[src/hw/ocpr_consts.svh]
// Operation
// - a running channel in enhanced mode updates output and flag from its table and its timer's count
// - stopped: output level write kept and driven; running: writes ignored, live level read
// - match flag held while stopped, updated while running, clearable in both states
// - interrupt enables and compare values writable and effective in either state
// - compare behaviour depends on the selected timer's up or up/down mode
// - channel 0 uses a 16-bit table, channel 1 a 32-bit table with channel 0 terms
// - each count classified zero, up, peak or down with match, then actions applied
// - table 0x0FFF inverts output and sets flag on every match, holds on mismatch
// - compare buffer mode 00 makes a compare write effective at once
// - compare buffer mode 01 transfers the buffered value at count zero
// - compare buffer mode 11 transfers at count zero and at peak
// - up-count timer: compare 0xFFFF is no peak match, peak mismatch action used
// - up/down timer: compare 0xFFFF matches at peak and applies the peak match action
// - compare above the peak gives no match, output untouched by match actions
// - up-count timer never applies the down match or down mismatch actions
// - table 0x852D gives a symmetric high pulse with flag on the zero, up and down matches
// - table 0x852D with compare 0x0000 keeps the output high
// - one enhanced mode bit and the legacy selections are shared by both channels
`ifndef OCPR_CONSTS_SVH
`define OCPR_CONSTS_SVH

// ----------------------------------------------------------------
// register byte offsets
// ----------------------------------------------------------------
`define OCPR_OFS_CTRL 8'h00
`define OCPR_OFS_MODE 8'h04
`define OCPR_OFS_CMP0 8'h08
`define OCPR_OFS_CMP1 8'h0c
`define OCPR_OFS_TBL0 8'h10
`define OCPR_OFS_TBL1 8'h14

// ----------------------------------------------------------------
// field positions (one bit per channel fields add the channel number, two bit ones twice it)
// ----------------------------------------------------------------
`define OCPR_CTRL_RUN 0
`define OCPR_CTRL_IE 4
`define OCPR_CTRL_FLAG 8
`define OCPR_MODE_ENH 0
`define OCPR_MODE_LEGA 1
`define OCPR_MODE_LEGB 2
`define OCPR_MODE_OUT 8
`define OCPR_MODE_TSEL 16
`define OCPR_MODE_CBUF 20
`define OCPR_MODE_TBUF 24

// action table fields: two bit actions, one bit flag sets
`define OCPR_TBL_MM_ZERO 14
`define OCPR_TBL_MM_PEAK 12
`define OCPR_TBL_M_ZERO 10
`define OCPR_TBL_M_UP 8
`define OCPR_TBL_M_PEAK 6
`define OCPR_TBL_M_DOWN 4
`define OCPR_TBL_F_ZERO 3
`define OCPR_TBL_F_UP 2
`define OCPR_TBL_F_PEAK 1
`define OCPR_TBL_F_DOWN 0
`define OCPR_TBL_XFLG 16
`define OCPR_TBL_XACT 20

// ----------------------------------------------------------------
// reset values and special counts
// ----------------------------------------------------------------
`define OCPR_RST_OUT 1'h0
`define OCPR_RST_ENH 1'h1
`define OCPR_RST_CMP 16'h0000
`define OCPR_RST_TBL 32'h0000_0000
`define OCPR_CNT_ZERO 16'h0000
`define OCPR_CNT_TOP 16'hffff

`endif

[src/hw/ocpr_pkg.sv]
`default_nettype none
`include "ocpr_consts.svh"

package ocpr_pkg;

	// output action encoding of the action table
	typedef enum logic [1:0] {
		ocpr_act_hold = 2'h0,
		ocpr_act_set = 2'h1,
		ocpr_act_reset = 2'h2,
		ocpr_act_inv = 2'h3
	} ocpr_act_t;

	// compare / table buffer transfer modes
	typedef enum logic [1:0] {
		ocpr_buf_none = 2'h0,
		ocpr_buf_zero = 2'h1,
		ocpr_buf_peak = 2'h2,
		ocpr_buf_both = 2'h3
	} ocpr_buf_t;

	// table decode: returns {flag_set, action}
	function automatic logic [2:0] ocpr_decode(input logic [15:0] tbl, input logic zero,
		input logic peak, input logic down, input logic match);
		logic [2:0] res;
		res = 3'h0;
		if (zero) begin
			res = match ? {tbl[`OCPR_TBL_F_ZERO], tbl[`OCPR_TBL_M_ZERO +: 2]}
				: {1'b0, tbl[`OCPR_TBL_MM_ZERO +: 2]};
		end else if (peak) begin
			res = match ? {tbl[`OCPR_TBL_F_PEAK], tbl[`OCPR_TBL_M_PEAK +: 2]}
				: {1'b0, tbl[`OCPR_TBL_MM_PEAK +: 2]};
		end else if (down) begin
			res = match ? {tbl[`OCPR_TBL_F_DOWN], tbl[`OCPR_TBL_M_DOWN +: 2]} : 3'h0;
		end else begin
			res = match ? {tbl[`OCPR_TBL_F_UP], tbl[`OCPR_TBL_M_UP +: 2]} : 3'h0;
		end
		return res;
	endfunction : ocpr_decode

	// apply an output action to the current level
	function automatic logic ocpr_apply(input logic [1:0] act, input logic lvl);
		logic res;
		res = lvl;
		case (act)
			ocpr_act_set: res = 1'b1;
			ocpr_act_reset: res = 1'b0;
			ocpr_act_inv: res = ~lvl;
			default: res = lvl;
		endcase
		return res;
	endfunction : ocpr_apply

endpackage : ocpr_pkg

`default_nettype wire

[src/hw/ocpr_top.sv]
`timescale 1ns/1ps
`default_nettype none
`include "ocpr_consts.svh"

module ocpr_top import ocpr_pkg::*; #(
	parameter int N_TMR = 3
) (
	// clock and reset
	input wire logic clk_sys_in,
	input wire logic nrst_in,
	// ahb-lite slave
	input wire logic hsel_in,
	input wire logic [31:0] haddr_in,
	input wire logic [1:0] htrans_in,
	input wire logic hwrite_in,
	input wire logic [2:0] hsize_in,
	input wire logic [31:0] hwdata_in,
	input wire logic hready_in,
	output logic [31:0] hrdata_out,
	output logic hreadyout_out,
	output logic hresp_out,
	// free running timers
	input wire logic [N_TMR*16-1:0] tmr_count_in,
	input wire logic [N_TMR*16-1:0] tmr_peak_in,
	input wire logic [N_TMR-1:0] tmr_updown_in,
	input wire logic [N_TMR-1:0] tmr_down_in,
	input wire logic [N_TMR-1:0] tmr_tick_in,
	// channel outputs
	output logic [1:0] compare_output_out,
	output logic [1:0] irq_out
);

	// ----------------------------------------------------------------
	// bus slave
	// ----------------------------------------------------------------
	logic aph_r;
	logic wr_r;
	logic [7:0] adr_r;
	logic [31:0] hrdata_r;
	logic hready_r;
	logic [1:0] run_r;
	logic [1:0] ie_r;
	logic enh_r;
	logic lega_r;
	logic [1:0] legb_r;
	logic [3:0] tsel_r;
	logic [3:0] cbuf_r;
	logic [3:0] tbuf_r;
	logic [15:0] cmp_buf_r [2];
	logic [31:0] tbl_buf_r [2];
	logic [1:0] flag_r;
	logic [1:0] out_r;
	logic [1:0] irq_r;
	logic [1:0] mt;
	logic [31:0] rd_ctrl;
	logic [31:0] rd_mode;
	logic [31:0] rd_mux;
	logic hsize_unused;

	wire logic req = hsel_in & htrans_in[1] & hready_in;
	wire logic [7:0] aadr = haddr_in[7:0];
	wire logic wr_ctrl = aph_r & wr_r & (adr_r == `OCPR_OFS_CTRL);
	wire logic wr_mode = aph_r & wr_r & (adr_r == `OCPR_OFS_MODE);
	wire logic wr_cmp0 = aph_r & wr_r & (adr_r == `OCPR_OFS_CMP0);
	wire logic wr_cmp1 = aph_r & wr_r & (adr_r == `OCPR_OFS_CMP1);
	wire logic wr_tbl0 = aph_r & wr_r & (adr_r == `OCPR_OFS_TBL0);
	wire logic wr_tbl1 = aph_r & wr_r & (adr_r == `OCPR_OFS_TBL1);

	assign hsize_unused = |hsize_in;

	// read data assembly; output level reads the live pin level
	always_comb begin
		rd_ctrl = 32'h0;
		rd_ctrl[`OCPR_CTRL_RUN +: 2] = run_r;
		rd_ctrl[`OCPR_CTRL_IE +: 2] = ie_r;
		rd_ctrl[`OCPR_CTRL_FLAG +: 2] = flag_r;
		rd_mode = 32'h0;
		rd_mode[`OCPR_MODE_ENH] = enh_r;
		rd_mode[`OCPR_MODE_LEGA] = lega_r;
		rd_mode[`OCPR_MODE_LEGB +: 2] = legb_r;
		rd_mode[`OCPR_MODE_OUT +: 2] = out_r;
		rd_mode[`OCPR_MODE_TSEL +: 4] = tsel_r;
		rd_mode[`OCPR_MODE_CBUF +: 4] = cbuf_r;
		rd_mode[`OCPR_MODE_TBUF +: 4] = tbuf_r;
	end

	// read selection, unmapped reads return zero
	assign rd_mux = (aadr == `OCPR_OFS_CTRL) ? rd_ctrl :
		(aadr == `OCPR_OFS_MODE) ? rd_mode :
		(aadr == `OCPR_OFS_CMP0) ? {16'h0, cmp_buf_r[0]} :
		(aadr == `OCPR_OFS_CMP1) ? {16'h0, cmp_buf_r[1]} :
		(aadr == `OCPR_OFS_TBL0) ? tbl_buf_r[0] :
		(aadr == `OCPR_OFS_TBL1) ? tbl_buf_r[1] : 32'h0;

	// address phase capture and zero wait answer
	always_ff @(posedge clk_sys_in) begin
		if (!nrst_in) begin
			aph_r <= 1'b0;
			wr_r <= 1'b0;
			adr_r <= 8'h00;
			hrdata_r <= 32'h0;
			hready_r <= 1'b0;
		end else begin
			aph_r <= req;
			wr_r <= hwrite_in;
			adr_r <= aadr;
			hrdata_r <= (req & ~hwrite_in) ? rd_mux : 32'h0;
			hready_r <= 1'b1;
		end
	end

	// shared control registers; setting locks are left to software
	always_ff @(posedge clk_sys_in) begin
		if (!nrst_in) begin
			run_r <= 2'h0;
			ie_r <= 2'h0;
			enh_r <= `OCPR_RST_ENH;
			lega_r <= 1'b0;
			legb_r <= 2'h0;
			tsel_r <= 4'h0;
			cbuf_r <= 4'h0;
			tbuf_r <= 4'h0;
			cmp_buf_r[0] <= `OCPR_RST_CMP;
			cmp_buf_r[1] <= `OCPR_RST_CMP;
			tbl_buf_r[0] <= `OCPR_RST_TBL;
			tbl_buf_r[1] <= `OCPR_RST_TBL;
		end else begin
			if (wr_ctrl) begin
				run_r <= hwdata_in[`OCPR_CTRL_RUN +: 2];
				ie_r <= hwdata_in[`OCPR_CTRL_IE +: 2];
			end
			if (wr_mode) begin
				enh_r <= hwdata_in[`OCPR_MODE_ENH];
				lega_r <= hwdata_in[`OCPR_MODE_LEGA];
				legb_r <= hwdata_in[`OCPR_MODE_LEGB +: 2];
				tsel_r <= hwdata_in[`OCPR_MODE_TSEL +: 4];
				cbuf_r <= hwdata_in[`OCPR_MODE_CBUF +: 4];
				tbuf_r <= hwdata_in[`OCPR_MODE_TBUF +: 4];
			end
			if (wr_cmp0) cmp_buf_r[0] <= hwdata_in[15:0];
			if (wr_cmp1) cmp_buf_r[1] <= hwdata_in[15:0];
			if (wr_tbl0) tbl_buf_r[0] <= {16'h0, hwdata_in[15:0]};
			if (wr_tbl1) tbl_buf_r[1] <= hwdata_in;
		end
	end

	// ----------------------------------------------------------------
	// compare channels
	// ----------------------------------------------------------------
	genvar i;
	generate
		for (i = 0; i < 2; i++) begin : g_ch
			logic [15:0] cmp_act_r;
			logic [31:0] tbl_act_r;
			logic [1:0] sel;
			logic ok;
			logic [15:0] cnt;
			logic [15:0] pk;
			logic ud;
			logic tk;
			logic zero;
			logic peak;
			logic down;
			logic [1:0] cbm;
			logic [1:0] tbm;
			logic cxf;
			logic txf;
			logic [15:0] cuse;
			logic [31:0] tuse;
			logic [15:0] t16;
			logic [2:0] dec;
			logic act;
			logic clr;
			logic out_wr;
			logic out_nxt;
			logic flag_nxt;

			// timer selection and state classification
			assign sel = tsel_r[2*i +: 2];
			assign ok = {30'h0, sel} < N_TMR;
			assign cnt = ok ? tmr_count_in[{sel, 4'h0} +: 16] : 16'h0;
			assign pk = ok ? tmr_peak_in[{sel, 4'h0} +: 16] : 16'h0;
			assign ud = ok & tmr_updown_in[sel];
			assign tk = ok & tmr_tick_in[sel];
			assign zero = (cnt == `OCPR_CNT_ZERO);
			assign peak = (cnt == pk);
			assign down = ud & tmr_down_in[sel];

			// buffer transfers at zero and/or peak
			assign cbm = cbuf_r[2*i +: 2];
			assign tbm = tbuf_r[2*i +: 2];
			assign cxf = tk & ((cbm[0] & zero) | (cbm[1] & peak));
			assign txf = tk & ((tbm[0] & zero) | (tbm[1] & peak));
			assign cuse = (cbm == ocpr_buf_none || cxf) ? cmp_buf_r[i] : cmp_act_r;
			assign tuse = (tbm == ocpr_buf_none || txf) ? tbl_buf_r[i] : tbl_act_r;

			// match; top value is no peak match for an up-only timer
			assign mt[i] = (cnt == cuse) &
				~(~ud & peak & (cuse == `OCPR_CNT_TOP));

			// channel 1 switches table half on a channel 0 match
			if (i == 1) begin : g_t1
				assign t16 = mt[0] ? {tuse[`OCPR_TBL_XACT +: 12],
					tuse[3:0] | tuse[`OCPR_TBL_XFLG +: 4]} : tuse[15:0];
			end else begin : g_t0
				assign t16 = tuse[15:0];
			end

			assign dec = ocpr_decode(t16, zero, peak, down, mt[i]);
			assign act = run_r[i] & enh_r & tk;
			assign clr = wr_ctrl & ~hwdata_in[`OCPR_CTRL_FLAG + i];
			assign out_wr = wr_mode & ~run_r[i];
			assign out_nxt = out_wr ? hwdata_in[`OCPR_MODE_OUT + i] :
				act ? ocpr_apply(dec[1:0], out_r[i]) : out_r[i];
			assign flag_nxt = (act & dec[2]) | (flag_r[i] & ~clr);

			// channel state
			always_ff @(posedge clk_sys_in) begin
				if (!nrst_in) begin
					cmp_act_r <= `OCPR_RST_CMP;
					tbl_act_r <= `OCPR_RST_TBL;
					out_r[i] <= `OCPR_RST_OUT;
					flag_r[i] <= 1'b0;
					irq_r[i] <= 1'b0;
				end else begin
					if (cxf) cmp_act_r <= cmp_buf_r[i];
					if (txf) tbl_act_r <= tbl_buf_r[i];
					out_r[i] <= out_nxt;
					flag_r[i] <= flag_nxt;
					irq_r[i] <= flag_r[i] & ie_r[i];
				end
			end

			AST_STOP_OUT: assert property (@(posedge clk_sys_in) disable iff (!nrst_in)
				!run_r[i] && !out_wr |=> out_r[i] == $past(out_r[i]))
				else $error("output moved while stopped");
			AST_RUN_NOWRITE: assert property (@(posedge clk_sys_in) disable iff (!nrst_in)
				run_r[i] && wr_mode && !tk |=> out_r[i] == $past(out_r[i]))
				else $error("level write took effect while running");
			AST_STOP_FLAG: assert property (@(posedge clk_sys_in) disable iff (!nrst_in)
				!run_r[i] && !clr |=> flag_r[i] == $past(flag_r[i]))
				else $error("flag moved while stopped");
			AST_IRQ: assert property (@(posedge clk_sys_in) disable iff (!nrst_in)
				##2 irq_r[i] == $past(flag_r[i] & ie_r[i], 1))
				else $error("interrupt differs from flag and enable");
			AST_INVERT: assert property (@(posedge clk_sys_in) disable iff (!nrst_in)
				act && !out_wr && t16 == 16'h0fff && mt[i]
				|=> out_r[i] != $past(out_r[i]) && flag_r[i])
				else $error("match under 0x0fff did not invert and flag");
			AST_NOBUF: assert property (@(posedge clk_sys_in) disable iff (!nrst_in)
				cbm == ocpr_buf_none |-> cuse == cmp_buf_r[i])
				else $error("unbuffered compare not immediate");
			AST_ZERO_XFER: assert property (@(posedge clk_sys_in) disable iff (!nrst_in)
				tk && zero && cbm == ocpr_buf_zero ##1 cbm == ocpr_buf_zero && !tk
				|-> cuse == $past(cmp_buf_r[i]))
				else $error("compare not loaded at zero");
			AST_PEAK_XFER: assert property (@(posedge clk_sys_in) disable iff (!nrst_in)
				tk && peak && cbm == ocpr_buf_both |=> cmp_act_r == $past(cmp_buf_r[i]))
				else $error("compare not loaded at peak");
			AST_UP_TOP: assert property (@(posedge clk_sys_in) disable iff (!nrst_in)
				!ud && peak && cuse == `OCPR_CNT_TOP |-> !mt[i])
				else $error("top compare matched an up-only timer");
			AST_NO_DOWN: assert property (@(posedge clk_sys_in) disable iff (!nrst_in)
				!ud |-> !down)
				else $error("down state for an up-only timer");
		end
	endgenerate

	// ----------------------------------------------------------------
	// outputs
	// ----------------------------------------------------------------
	assign hrdata_out = hrdata_r;
	assign hreadyout_out = hready_r;
	assign hresp_out = 1'b0;
	assign compare_output_out = out_r;
	assign irq_out = irq_r;

endmodule : ocpr_top

`default_nettype wire

[config.mk]
export PLATFORM = sky130hd
export DESIGN_NAME = ocpr_top
export DESIGN_NICKNAME = d
export VERILOG_FILES = /design/src/hw/ocpr_pkg.sv /design/src/hw/ocpr_top.sv
export VERILOG_INCLUDE_DIRS = /design/src /design/src/hw
export SDC_FILE = /design/constraint.sdc
export NUM_CORES = 1
export LEC_CHECK = 0
export BUFFER_PORTS_ARGS = -buffer_cell sky130_fd_sc_hd__buf_4
export CAP_MARGIN = 20
export CORE_ASPECT_RATIO = 0.9
export CORE_UTILIZATION = 35
export DETAILED_ROUTE_END_ITERATION = 6
export GPL_TIMING_DRIVEN = 0
export SYNTH_ARGS = -nofsm -noshare
export SYNTH_HDL_FRONTEND = slang
export SYNTH_SLANG_ARGS = --single-unit
export TNS_END_PERCENT = 100
[constraint.sdc]
create_clock -name clk_sys_in -period 11.75 [get_ports clk_sys_in]
set_input_delay 1.175 -clock clk_sys_in [delete_from_list [all_inputs] [get_ports clk_sys_in]]
set_output_delay 1.175 -clock clk_sys_in [all_outputs]
set_load 0.02 [all_outputs]
==> results of run 1 <==
power groups by stage:
stage,registers [mW],clock network [mW],logic [mW]
5_1_grt,0.861,0.858,0.183
6_report,0.860,0.817,0.173
4_1_cts,0.859,0.827,0.171
3_3_place_gp,0.877,0,0.168
2_1_floorplan,0.863,0,0.0858
3_5_place_dp,0.876,0,0.170
per-layer routing:
metal	GRT usage, %	wire length, um	up-vias
met5	0	0	-
met4	6.80	1240	0
met3	4.45	3640	79
met2	35.9	19500	455
met1	34.2	20500	5312
li1	-	-	4954
worst min-delay path, delay by kind of cell (launching register included):
kind               cells  cell delay [ps]
DFF                    1              310
AOI/OAI and AO/OA      1               70
and+or+nand+nor        1               50
registers in the layout, summed over array words and instances, names as in the netlist:
register and flops:
adr_r 8, aph_r 1, cbuf_r 4, cmp_buf_r 32, compare_output_out 2, enh_r 1
flag_r 2, g_ch.cmp_act_r 32, g_ch.tbl_act_r 48, hrdata_out 32, hreadyout_out 1, ie_r 2
irq_out 2, lega_r 1, legb_r 2, run_r 2, tbl_buf_r 48, tbuf_r 4
tsel_r 4, wr_r 1
area by class of cell:
cell class	count	area (um^2)	share of cell area, %
Timing Repair Buffer	189	1440	9.24
Clock inverter	11	121	0.780
Buffer	91	480	3.09
Clock buffer	35	734	4.72
Inverter	8	30.0	0.193
Antenna cell	1	2.50	0.0161
Multi-Input combinational cell	902	6770	43.6
Sequential cell	229	5390	34.6
Tap cell	469	587	3.77
cells by family after synthesis:
logic type | synth area share (%)
buf+inv | 4.03
fa+ha+maj | 0.198
mux | 18.4
simple gates | 17.6
flops | 42.5
compound gates | 12.8
xor+xnor | 4.36
other cells | 0.0296
final timing paths:
path | from | end | cells past startpoint
setup / recovery | tsel_r[0] | compare_output_out[1] | 25
hold / removal | lega_r | lega_r | 2
setup reg to reg | tsel_r[0] | compare_output_out[1] | 25
hold reg to reg | lega_r | lega_r | 2
layout by cell type, fill, tap and decap left out, drive strengths merged, types with 9 or more instances in the layout:
| cell | netlist | layout |
|---|---|---|
| and2 | 37 | 37 |
| o2bb2ai | 32 | 32 |
| inv | 8 | 10 |
| a21oi | 11 | 11 |
| dfxtp | 149 | 149 |
| mux2i | 222 | 222 |
| a2bb2oi | 35 | 35 |
| edfxtp | 80 | 80 |
| clkbuf | 54 | 90 |
| xor2 | 18 | 18 |
| xnor2 | 45 | 45 |
| a21boi | 16 | 16 |
| nor2 | 50 | 50 |
| buf | 37 | 225 |
| o21ai | 25 | 25 |
| nor3 | 12 | 12 |
| nand2 | 107 | 107 |
| nor2b | 89 | 89 |
| nand3 | 9 | 9 |
| nor4 | 21 | 21 |
| mux2 | 9 | 9 |
| a22o | 21 | 21 |
| nand4 | 24 | 24 |
| and3 | 38 | 38 |
stage by stage:
stage	cells	total power [mW]	worst slack, ps	util, %
after floorplan	1230	0.949	6410	-
after global placement	1884	1.04	5310	41.5
after detailed placement	1886	1.05	5290	41.6
after CTS	1932	1.86	5630	44.0
after global routing	1934	1.90	5140	44.0
final	1935	1.85	5580	44.1
==> metrics, run 1 <==
Final setup viols 0; Hold-fix buffers, CTS 0; critical path type flip-flop to flip-flop; initial antenna violation count 0; Hold Path Class flip-flop to flip-flop; Hold Vio Cnt, Final 0; via count 10800; sw power 0.451 mW; Worst Tran Pin Value 1000 ps; top-area cell type share of the netlist area 23.6%; slew margin rel. 32.7%; largest cells by area after synthesis dfxtp_1, edfxtp_1, mux2i_1, nor2b_1, nand2_1; starting DRC count in detailed routing 1070; Clock Skews 19.1 ps; CP bufs+invs 6; dpl hpwl 34800 um; syn avg cell area 10.3 um^2; Synth top cells by count mux2i_1, dfxtp_1, nand2_1; Static Leak 5.83 nW; Worst-Skew Late Latency 550 ps; final-report max-slew violation count 0; Vias/cell 5.58; max_cap viols 0; slowest CP cell a2bb2oi_1; Combinational Power Share 9.3%; layout cell share with drive strength beyond 1 20.1%; Die W 202 um; synthesis-to-layout area growth 22.8%; root buf cell clkbuf_16; Top FF cell, synth dfxtp_1; routed length per instance 23.2 um; setup TNS 0 ps; critical path peak fanout 10; DRC Markers 0; Synth Net Count 1411; critical path data required time 12180 ps; Yosys reg bits 229; initial core utilization 35.9%; DR pass1 iterations 5; status finished clean; Core Area 35300 um^2; post-CTS setup buffer count 0; Seq pwr share 46.5%; PD cells 119 nW/um^2; r2r setup slk 5580 ps; Final min period 6170 ps; GR Overflow Total 0; max frequency 0.162 GHz; DIE AREA 36900 um^2; fill cell count 3446; post-route cell area 15500 um^2; ys async rst share 0%; clock power share 44.1%; Final ANT Viol Nets 0; post_cts resized 0; number of synthesized flops with an enable pin 80; largest net degree at the start of global routing 25; CP endpoint kind flip-flop; PortBufs 185; sequential cell area fraction in the yosys report 42.5%; final RePlAce weighted congestion 0.949; CTS clock-pin slew for the worst setup and hold paths 60 ps; num rows 65; Critical Path Max Stage Delay 520 ps; hold_ws 475 ps; crit path DAT 6590 ps; GR Util All Layers 23.7%; critical path startpoint category flip-flop; RSZ-0062 raised after global routing no; Warnings, synthesis 0; DP Area 14700 um^2; period utilization 52.5%; Post-Synthesis Cells 1230; CTS tree yes; switching share of total power 24.4%; Mapped Area 12700 um^2; CTS Sinks 229; Detailed Route WL 44900 um; first-pass GRT wire length 65900 um; Die Span Y 182 um; peak supply drop 0.120 mV; vias in the first global route 10400; internal power 1.40 mW; H-tree depth 1; Layout Nets 1627; Synth cell types 72; post-synth top area cell dfxtp_1; critical path's top delay family compound AO/OA/AOI/OAI gates; CTS Buffer Depth 3; I/O pins 217; count leader, synth mux2i_1; Num CTS Buffers 25
Power figures use the tool's default switching activity.
==> inputs of run 2 (changes only) <==
- ABC_AREA: default -> 1
- clock period: 11.75 -> 5.2 ns (I/O delays scaled with it)
==> run 2 against run 1 <==
  * Clock power rose by 140%
  * Clock skew rose by 6.0 ps
  * Global-route usage rose by 4.0 points
  * Largest power group is now the clock network
  * Highest routed layer unchanged
==> metrics, run 2 <==
Core Area 37500 um^2 (+6.2%); largest cells by area after synthesis dfxtp_1, edfxtp_1, nand2_1, o21ai_0, inv_1; post-route cell area 16600 um^2 (+6.6%); crit path DAT 5270 ps (-1320 ps); top-area cell type share of the netlist area 22.3% (-1.3 points); DP Area 15400 um^2 (+5.1%); peak supply drop 0.223 mV (+86%); synthesis-to-layout area growth 23.7%; GR Overflow Total 0 (unchanged); max_cap viols 0 (unchanged); Detailed Route WL 55700 um (+24%); count leader, synth nand2_1; largest net degree at the start of global routing 33 (+32%); DR pass1 iterations 6 (+1); dpl hpwl 44100 um (+27%); final core utilization 44.2% (+0.18 points); Layout Nets 2407 (+48%); slowest CP cell dfxtp_2; syn avg cell area 6.73 um^2 (-35%); status finished clean; via count 14600 (+35%); max frequency 0.208 GHz (+28%); DIE AREA 39100 um^2 (+5.8%); CTS tree yes; Die W 208 um (+2.9%); Top FF cell, synth dfxtp_1; DRC Markers 0 (unchanged); critical path's top delay family simple AND/OR/NAND/NOR gates; Yosys reg bits 229 (unchanged); Clock Skews 25.1 ps (+5.97 ps); Num CTS Buffers 26 (+4.0%); CTS Sinks 229 (unchanged); crit path from tsel_r[0]; Worst-Skew Late Latency 550 ps (about the same); CP bufs+invs 7 (+1); CTS Buffer Depth 3 (unchanged); critical path startpoint category flip-flop; GR Util All Layers 27.8% (+4.0 points); Final setup viols 0 (unchanged); Die Span Y 188 um (+2.8%); CP endpoint kind flip-flop; total power 4.33 mW (+130%); critical path peak fanout 10 (unchanged); Warnings, synthesis 0 (unchanged); Final ANT Viol Nets 0 (unchanged); initial core utilization 35.8% (-0.11 points); Hold-fix buffers, CTS 0 (unchanged); RR Startpoint tsel_r[0]; PD cells 261 nW/um^2 (+120%); post-synth top area cell dfxtp_1; sequential cell area fraction in the yosys report 40.2% (-2.3 points); PortBufs 187 (+1.1%); Vias/cell 5.35 (-4.2%); first-pass GRT wire length 82100 um (+25%); final-report max-slew violation count 0 (unchanged); Mapped Area 13400 um^2 (+5.8%); Critical Path Most Common Cell nand2_1; most common cell after layout, fill and taps aside nand2_1; Synth top cells by count nand2_1, inv_1, o21ai_0; CTS clock-pin slew for the worst setup and hold paths 60 ps (about the same); antenna cell count 0 (-1); Final min period 4810 ps (-1360 ps); Synth cell types 49 (-32%); number of synthesized flops with an enable pin 80 (unchanged); Post-Synthesis Cells 1992 (+62%); most frequent cells in the layout nand2_1, inv_1, buf_4, o21ai_0, nor2_1; Critical Path Max Stage Delay 380 ps (-140 ps); slew margin rel. 37.8% (+5.2 points); Hold Vio Cnt, Final 0 (unchanged); Worst Tran Pin Value 924 ps (-75.8 ps); critical path type flip-flop to flip-flop; final RePlAce weighted congestion 0.978 (+3.1%); root buf cell clkbuf_16; starting DRC count in detailed routing 1745 (+63%); Static Leak 7.86 nW (+35%); initial antenna violation count 0 (unchanged); Hold Path Class primary input to flip-flop; routed length per instance 20.4 um (-12%); num rows 67 (+3.1%); vias in the first global route 13200 (+27%); H-tree depth 1 (unchanged); layout cell share with drive strength beyond 1 16.2% (-3.9 points); Top Registers g_ch.tbl_act_r (48), tbl_buf_r (48); ys async rst share 0% (unchanged); Hold Startpoint nrst_in; Synth Net Count 2173 (+54%); period utilization 92.5% (+40 points); critical path data required time 5660 ps (-6520 ps); I/O pins 217 (unchanged)
[run 2: cell count changes after synthesis, sizes merged, moves of 25 or more]
cell	delta
mux2i	-221
o2bb2ai	-32
o21ai	+192
and2	-37
and3	-37
a21oi	+133
nor2	+118
o22ai	+25
xnor2	-31
nand2	+477
inv	+254
a2bb2oi	-35
nor2b	-89
nand3	+135
[run 2: worst paths after layout]
path / cells past startpoint / end / slack [ps]
setup / recovery: 35 / compare_output_out[1] / 390
hold / removal: 1 / hreadyout_out / 100
setup reg to reg: 35 / compare_output_out[1] / 390
hold reg to reg: 2 / g_ch[1].tbl_act_r[17] / 450
[run 2: repair_timing]
| action | CTS | global route |
|---|---|---|
| buffers inserted | 0 | 18 |
| setup endpoints to repair | 0 | 1 |
| resized for setup | 0 | 53 |
[run 2: report_power, final]
part	internal (mW)	leakage [nW]	switching (mW)
combinational	0.179	5.46	0.306
clock	1.12	0.433	0.806
sequential	1.89	1.96	0.0273
[run 2: layout make-up]
cell class                 count  area, um^2
sequential                   229        5390
fill                        3911       20900
timing repair buffer         206        1540
inverter                     266        1000
clock inverter                15         166
multi-input combinational   1401        6620
clock buffer                  33         739
buffer                        96         515
tap                          483         604
[run 2: cells by family after synthesis]
family	after synthesis	synth area share, %
XOR/XNOR	15	0.981
multiplexers	1	0.0747
AO/OA/AOI/OAI	443	18.4
other	1	0.0280
flip-flops	229	40.2
buffers and inverters	362	11.0
adder cells (fa/ha/maj)	2	0.187
AND/OR/NAND/NOR	939	29.1
[run 2: per-stage QoR]
stage	cells	hold slack (ps)	worst slack (ps)	TNS (ps)
floorplan	1992	420	1440	0
global placement	2662	435	228	0
detailed placement	2663	444	74.7	0
CTS	2711	79.6	52.6	0
global route	2729	81.7	-7.60	-7.60
finish	2729	95.3	390	0
[run 2: layer usage]
| metal | wire length (um) | vias up | share of wire (%) | global-route usage [%] |
|---|---|---|---|---|
| li1 | - | 6977 | - | - |
| met1 | 26300 | 6803 | 47 | 42.8 |
| met2 | 22700 | 729 | 41 | 39.7 |
| met3 | 5090 | 88 | 9.1 | 4.14 |
| met4 | 1580 | 0 | 2.8 | 7.35 |
| met5 | 0 | - | 0 | 0 |
==> inputs of run 3 (changes only) <==
- CORE_UTILIZATION: 35 -> 50
- PLACE_DENSITY: default -> 0.75
==> run 3 against run 2 <==
  * Wire length decreased by 2.9%
  * Cell count decreased by 5.2%
  * Setup slack got worse by 93 ps
  * Sequential power about the same
  * Fmax decreased by 1.9%
  * Register-to-register slack got worse by 90 ps
  * Critical path depth increased by 1
  * Sequential share of layout area increased by 0.55 points
  * Die area decreased by 30%
  * Combinational power decreased by 0.8%
  * Core utilization increased by 18 points
==> metrics, run 3 (same netlist as run 2, synthesis figures left out) <==
max_cap viols 0 (unchanged); critical path data required time 5650 ps (about the same); period utilization 94.3% (+1.8 points); final worst slack 297 ps (-92.6 ps); DIE AREA 27500 um^2 (-30%); Clock Skews 28.0 ps (+2.87 ps); Layout Nets 2400 (-0.29%); slew margin rel. 36.5% (-1.3 points); Worst-Skew Late Latency 540 ps (about the same); GR Overflow Total 0 (unchanged); post-route cell area 16300 um^2 (-1.7%); Top Registers g_ch.tbl_act_r (48), tbl_buf_r (48); layout cell share with drive strength beyond 1 15.9% (-0.30 points); crit path from tsel_r[1]; GR Util All Layers 38.6% (+11 points); r2r setup slk 300 ps (-90 ps); Critical Path Max Stage Delay 310 ps (-70 ps); Static Leak 7.81 nW (-0.65%); critical path's top delay family simple AND/OR/NAND/NOR gates; Hold Path Class primary input to flip-flop; dpl hpwl 42500 um (-3.6%); Hold Vio Cnt, Final 0 (unchanged); DP Area 15300 um^2 (-1.0%); CTS tree yes; Combinational Power Share 11.5% (+0.3 points); initial core utilization 51.1% (+15 points); crit path capture compare_output_out[1]; starting DRC count in detailed routing 2372 (+36%); DRC Markers 0 (unchanged); DR pass1 iterations 7 (+1); most common cell after layout, fill and taps aside nand2_1; Final setup viols 0 (unchanged); critical path startpoint category flip-flop; initial antenna violation count 0 (unchanged); slowest CP cell dfxtp_1; num rows 56 (-16%); Die Span Y 157 um (-16%); critical path type flip-flop to flip-flop; Hold-fix buffers, CTS 0 (unchanged); switching share of total power 26.0% (-0.34 points); max frequency 0.204 GHz (-1.9%); depth of the worst register-to-register path 36 (+2.9%); vias in the first global route 13100 (-0.42%); most frequent cells in the layout nand2_1, inv_1, buf_4, o21ai_0, nor2_1; peak supply drop 0.254 mV (+14%); RR Startpoint tsel_r[1]; critical path peak fanout 10 (unchanged); largest net degree at the start of global routing 33 (unchanged); Worst Tran Pin Value 952 ps (+28.3 ps); CP endpoint kind flip-flop; clock power share 42.6% (-2.0 points); CP Depth 36 (+2.9%); PD cells 256 nW/um^2 (-1.9%); synthesis-to-layout area growth 21.6%; internal power 3.09 mW (-3.2%); CTS Sinks 229 (unchanged); PortBufs 187 (unchanged); Die W 175 um (-16%); status finished clean; final RePlAce weighted congestion 1.00 (+2.2%); Core Area 26200 um^2 (-30%); Final min period 4900 ps (+92.6 ps); CP bufs+invs 8 (+1); H-tree depth 1 (unchanged); setup TNS 0 ps (unchanged); antenna cell count 0 (unchanged); Critical Path Most Common Cell nand2_1; Place WS 83.6 ps (+8.88 ps); via count 15100 (+3.2%); sw power 1.08 mW (-4.9%); first-pass GRT wire length 79200 um (-3.6%); CTS clock-pin slew for the worst setup and hold paths 60 ps (about the same); Num CTS Buffers 25 (-3.8%); final-report max-slew violation count 0 (unchanged); crit path DAT 5350 ps (+80 ps); routed length per instance 20.9 um (+2.5%); I/O pins 217 (unchanged); Final ANT Viol Nets 0 (unchanged); root buf cell clkbuf_16; total power 4.17 mW (-3.6%); Detailed Route WL 54100 um (-2.9%); RR Endpoint compare_output_out[1]; Seq pwr share 45.9% (+1.7 points); CTS Buffer Depth 3 (unchanged); Vias/cell 5.83 (+8.9%); Hold Startpoint nrst_in
run 3: cell count changes in the layout (fill, tap and decap cells not counted), sizes merged:
cell and change:
clkbuf +5, inv -2, buf -6, bufinv -1, clkinvlp -4
run 3: routing by layer:
| layer | vias up | part of all wire (%) | GRT usage [%] |
|---|---|---|---|
| met2 | 1026 | 41 | 56.2 |
| li1 | 6952 | - | - |
| met4 | 0 | 2.5 | 9.40 |
| met1 | 6991 | 44 | 57.7 |
| met3 | 100 | 13 | 8.33 |
| met5 | - | 0 | 0 |
run 3: final cells by class:
class | instances | area [um^2]
inverter | 266 | 1000
sequential | 229 | 5390
tap | 348 | 435
clock inverter | 8 | 93.8
fill | 2536 | 9910
buffer | 96 | 520
timing repair buffer | 200 | 1500
clock buffer | 38 | 726
multi-input combinational | 1401 | 6630
run 3: how the worst min path moves through the flow:
stage / end / depth (start not counted)
global placement: g_ch[0].tbl_act_r[6] / 2
floorplan: irq_out[1] / 2
detailed placement: g_ch[0].tbl_act_r[6] / 2
global route: hreadyout_out / 1
finish: hreadyout_out / 1
CTS: hreadyout_out / 1
run 3: per-stage QoR:
| step | hold WS, ps | utilization [%] | std cells |
|---|---|---|---|
| after detailed placement | 443 | 58.3 | 2529 |
| after CTS | 91.9 | 61.4 | 2575 |
| after floorplan | 420 | - | 1992 |
| final | 102 | 62.2 | 2586 |
| after global routing | 89.8 | 62.2 | 2586 |
| after global placement | 436 | 58.1 | 2527 |
run 3: power by group through the flow:
stage          Clock (mW)  Sequential, mW  Combinational [mW]
3_3_place_gp            0            1.95               0.447
4_1_cts              1.77            1.91               0.457
2_1_floorplan           0            1.94               0.236
6_report             1.78            1.92               0.481
3_5_place_dp            0            1.95               0.454
5_1_grt              1.84            1.92               0.519
run 3: repair_timing:
action | CTS | global route
endpoints found under the setup margin | 0 | 1
endpoints found under the hold margin | 0 | 0
buffers inserted | 0 | 11
gates resized for setup | 0 | 64
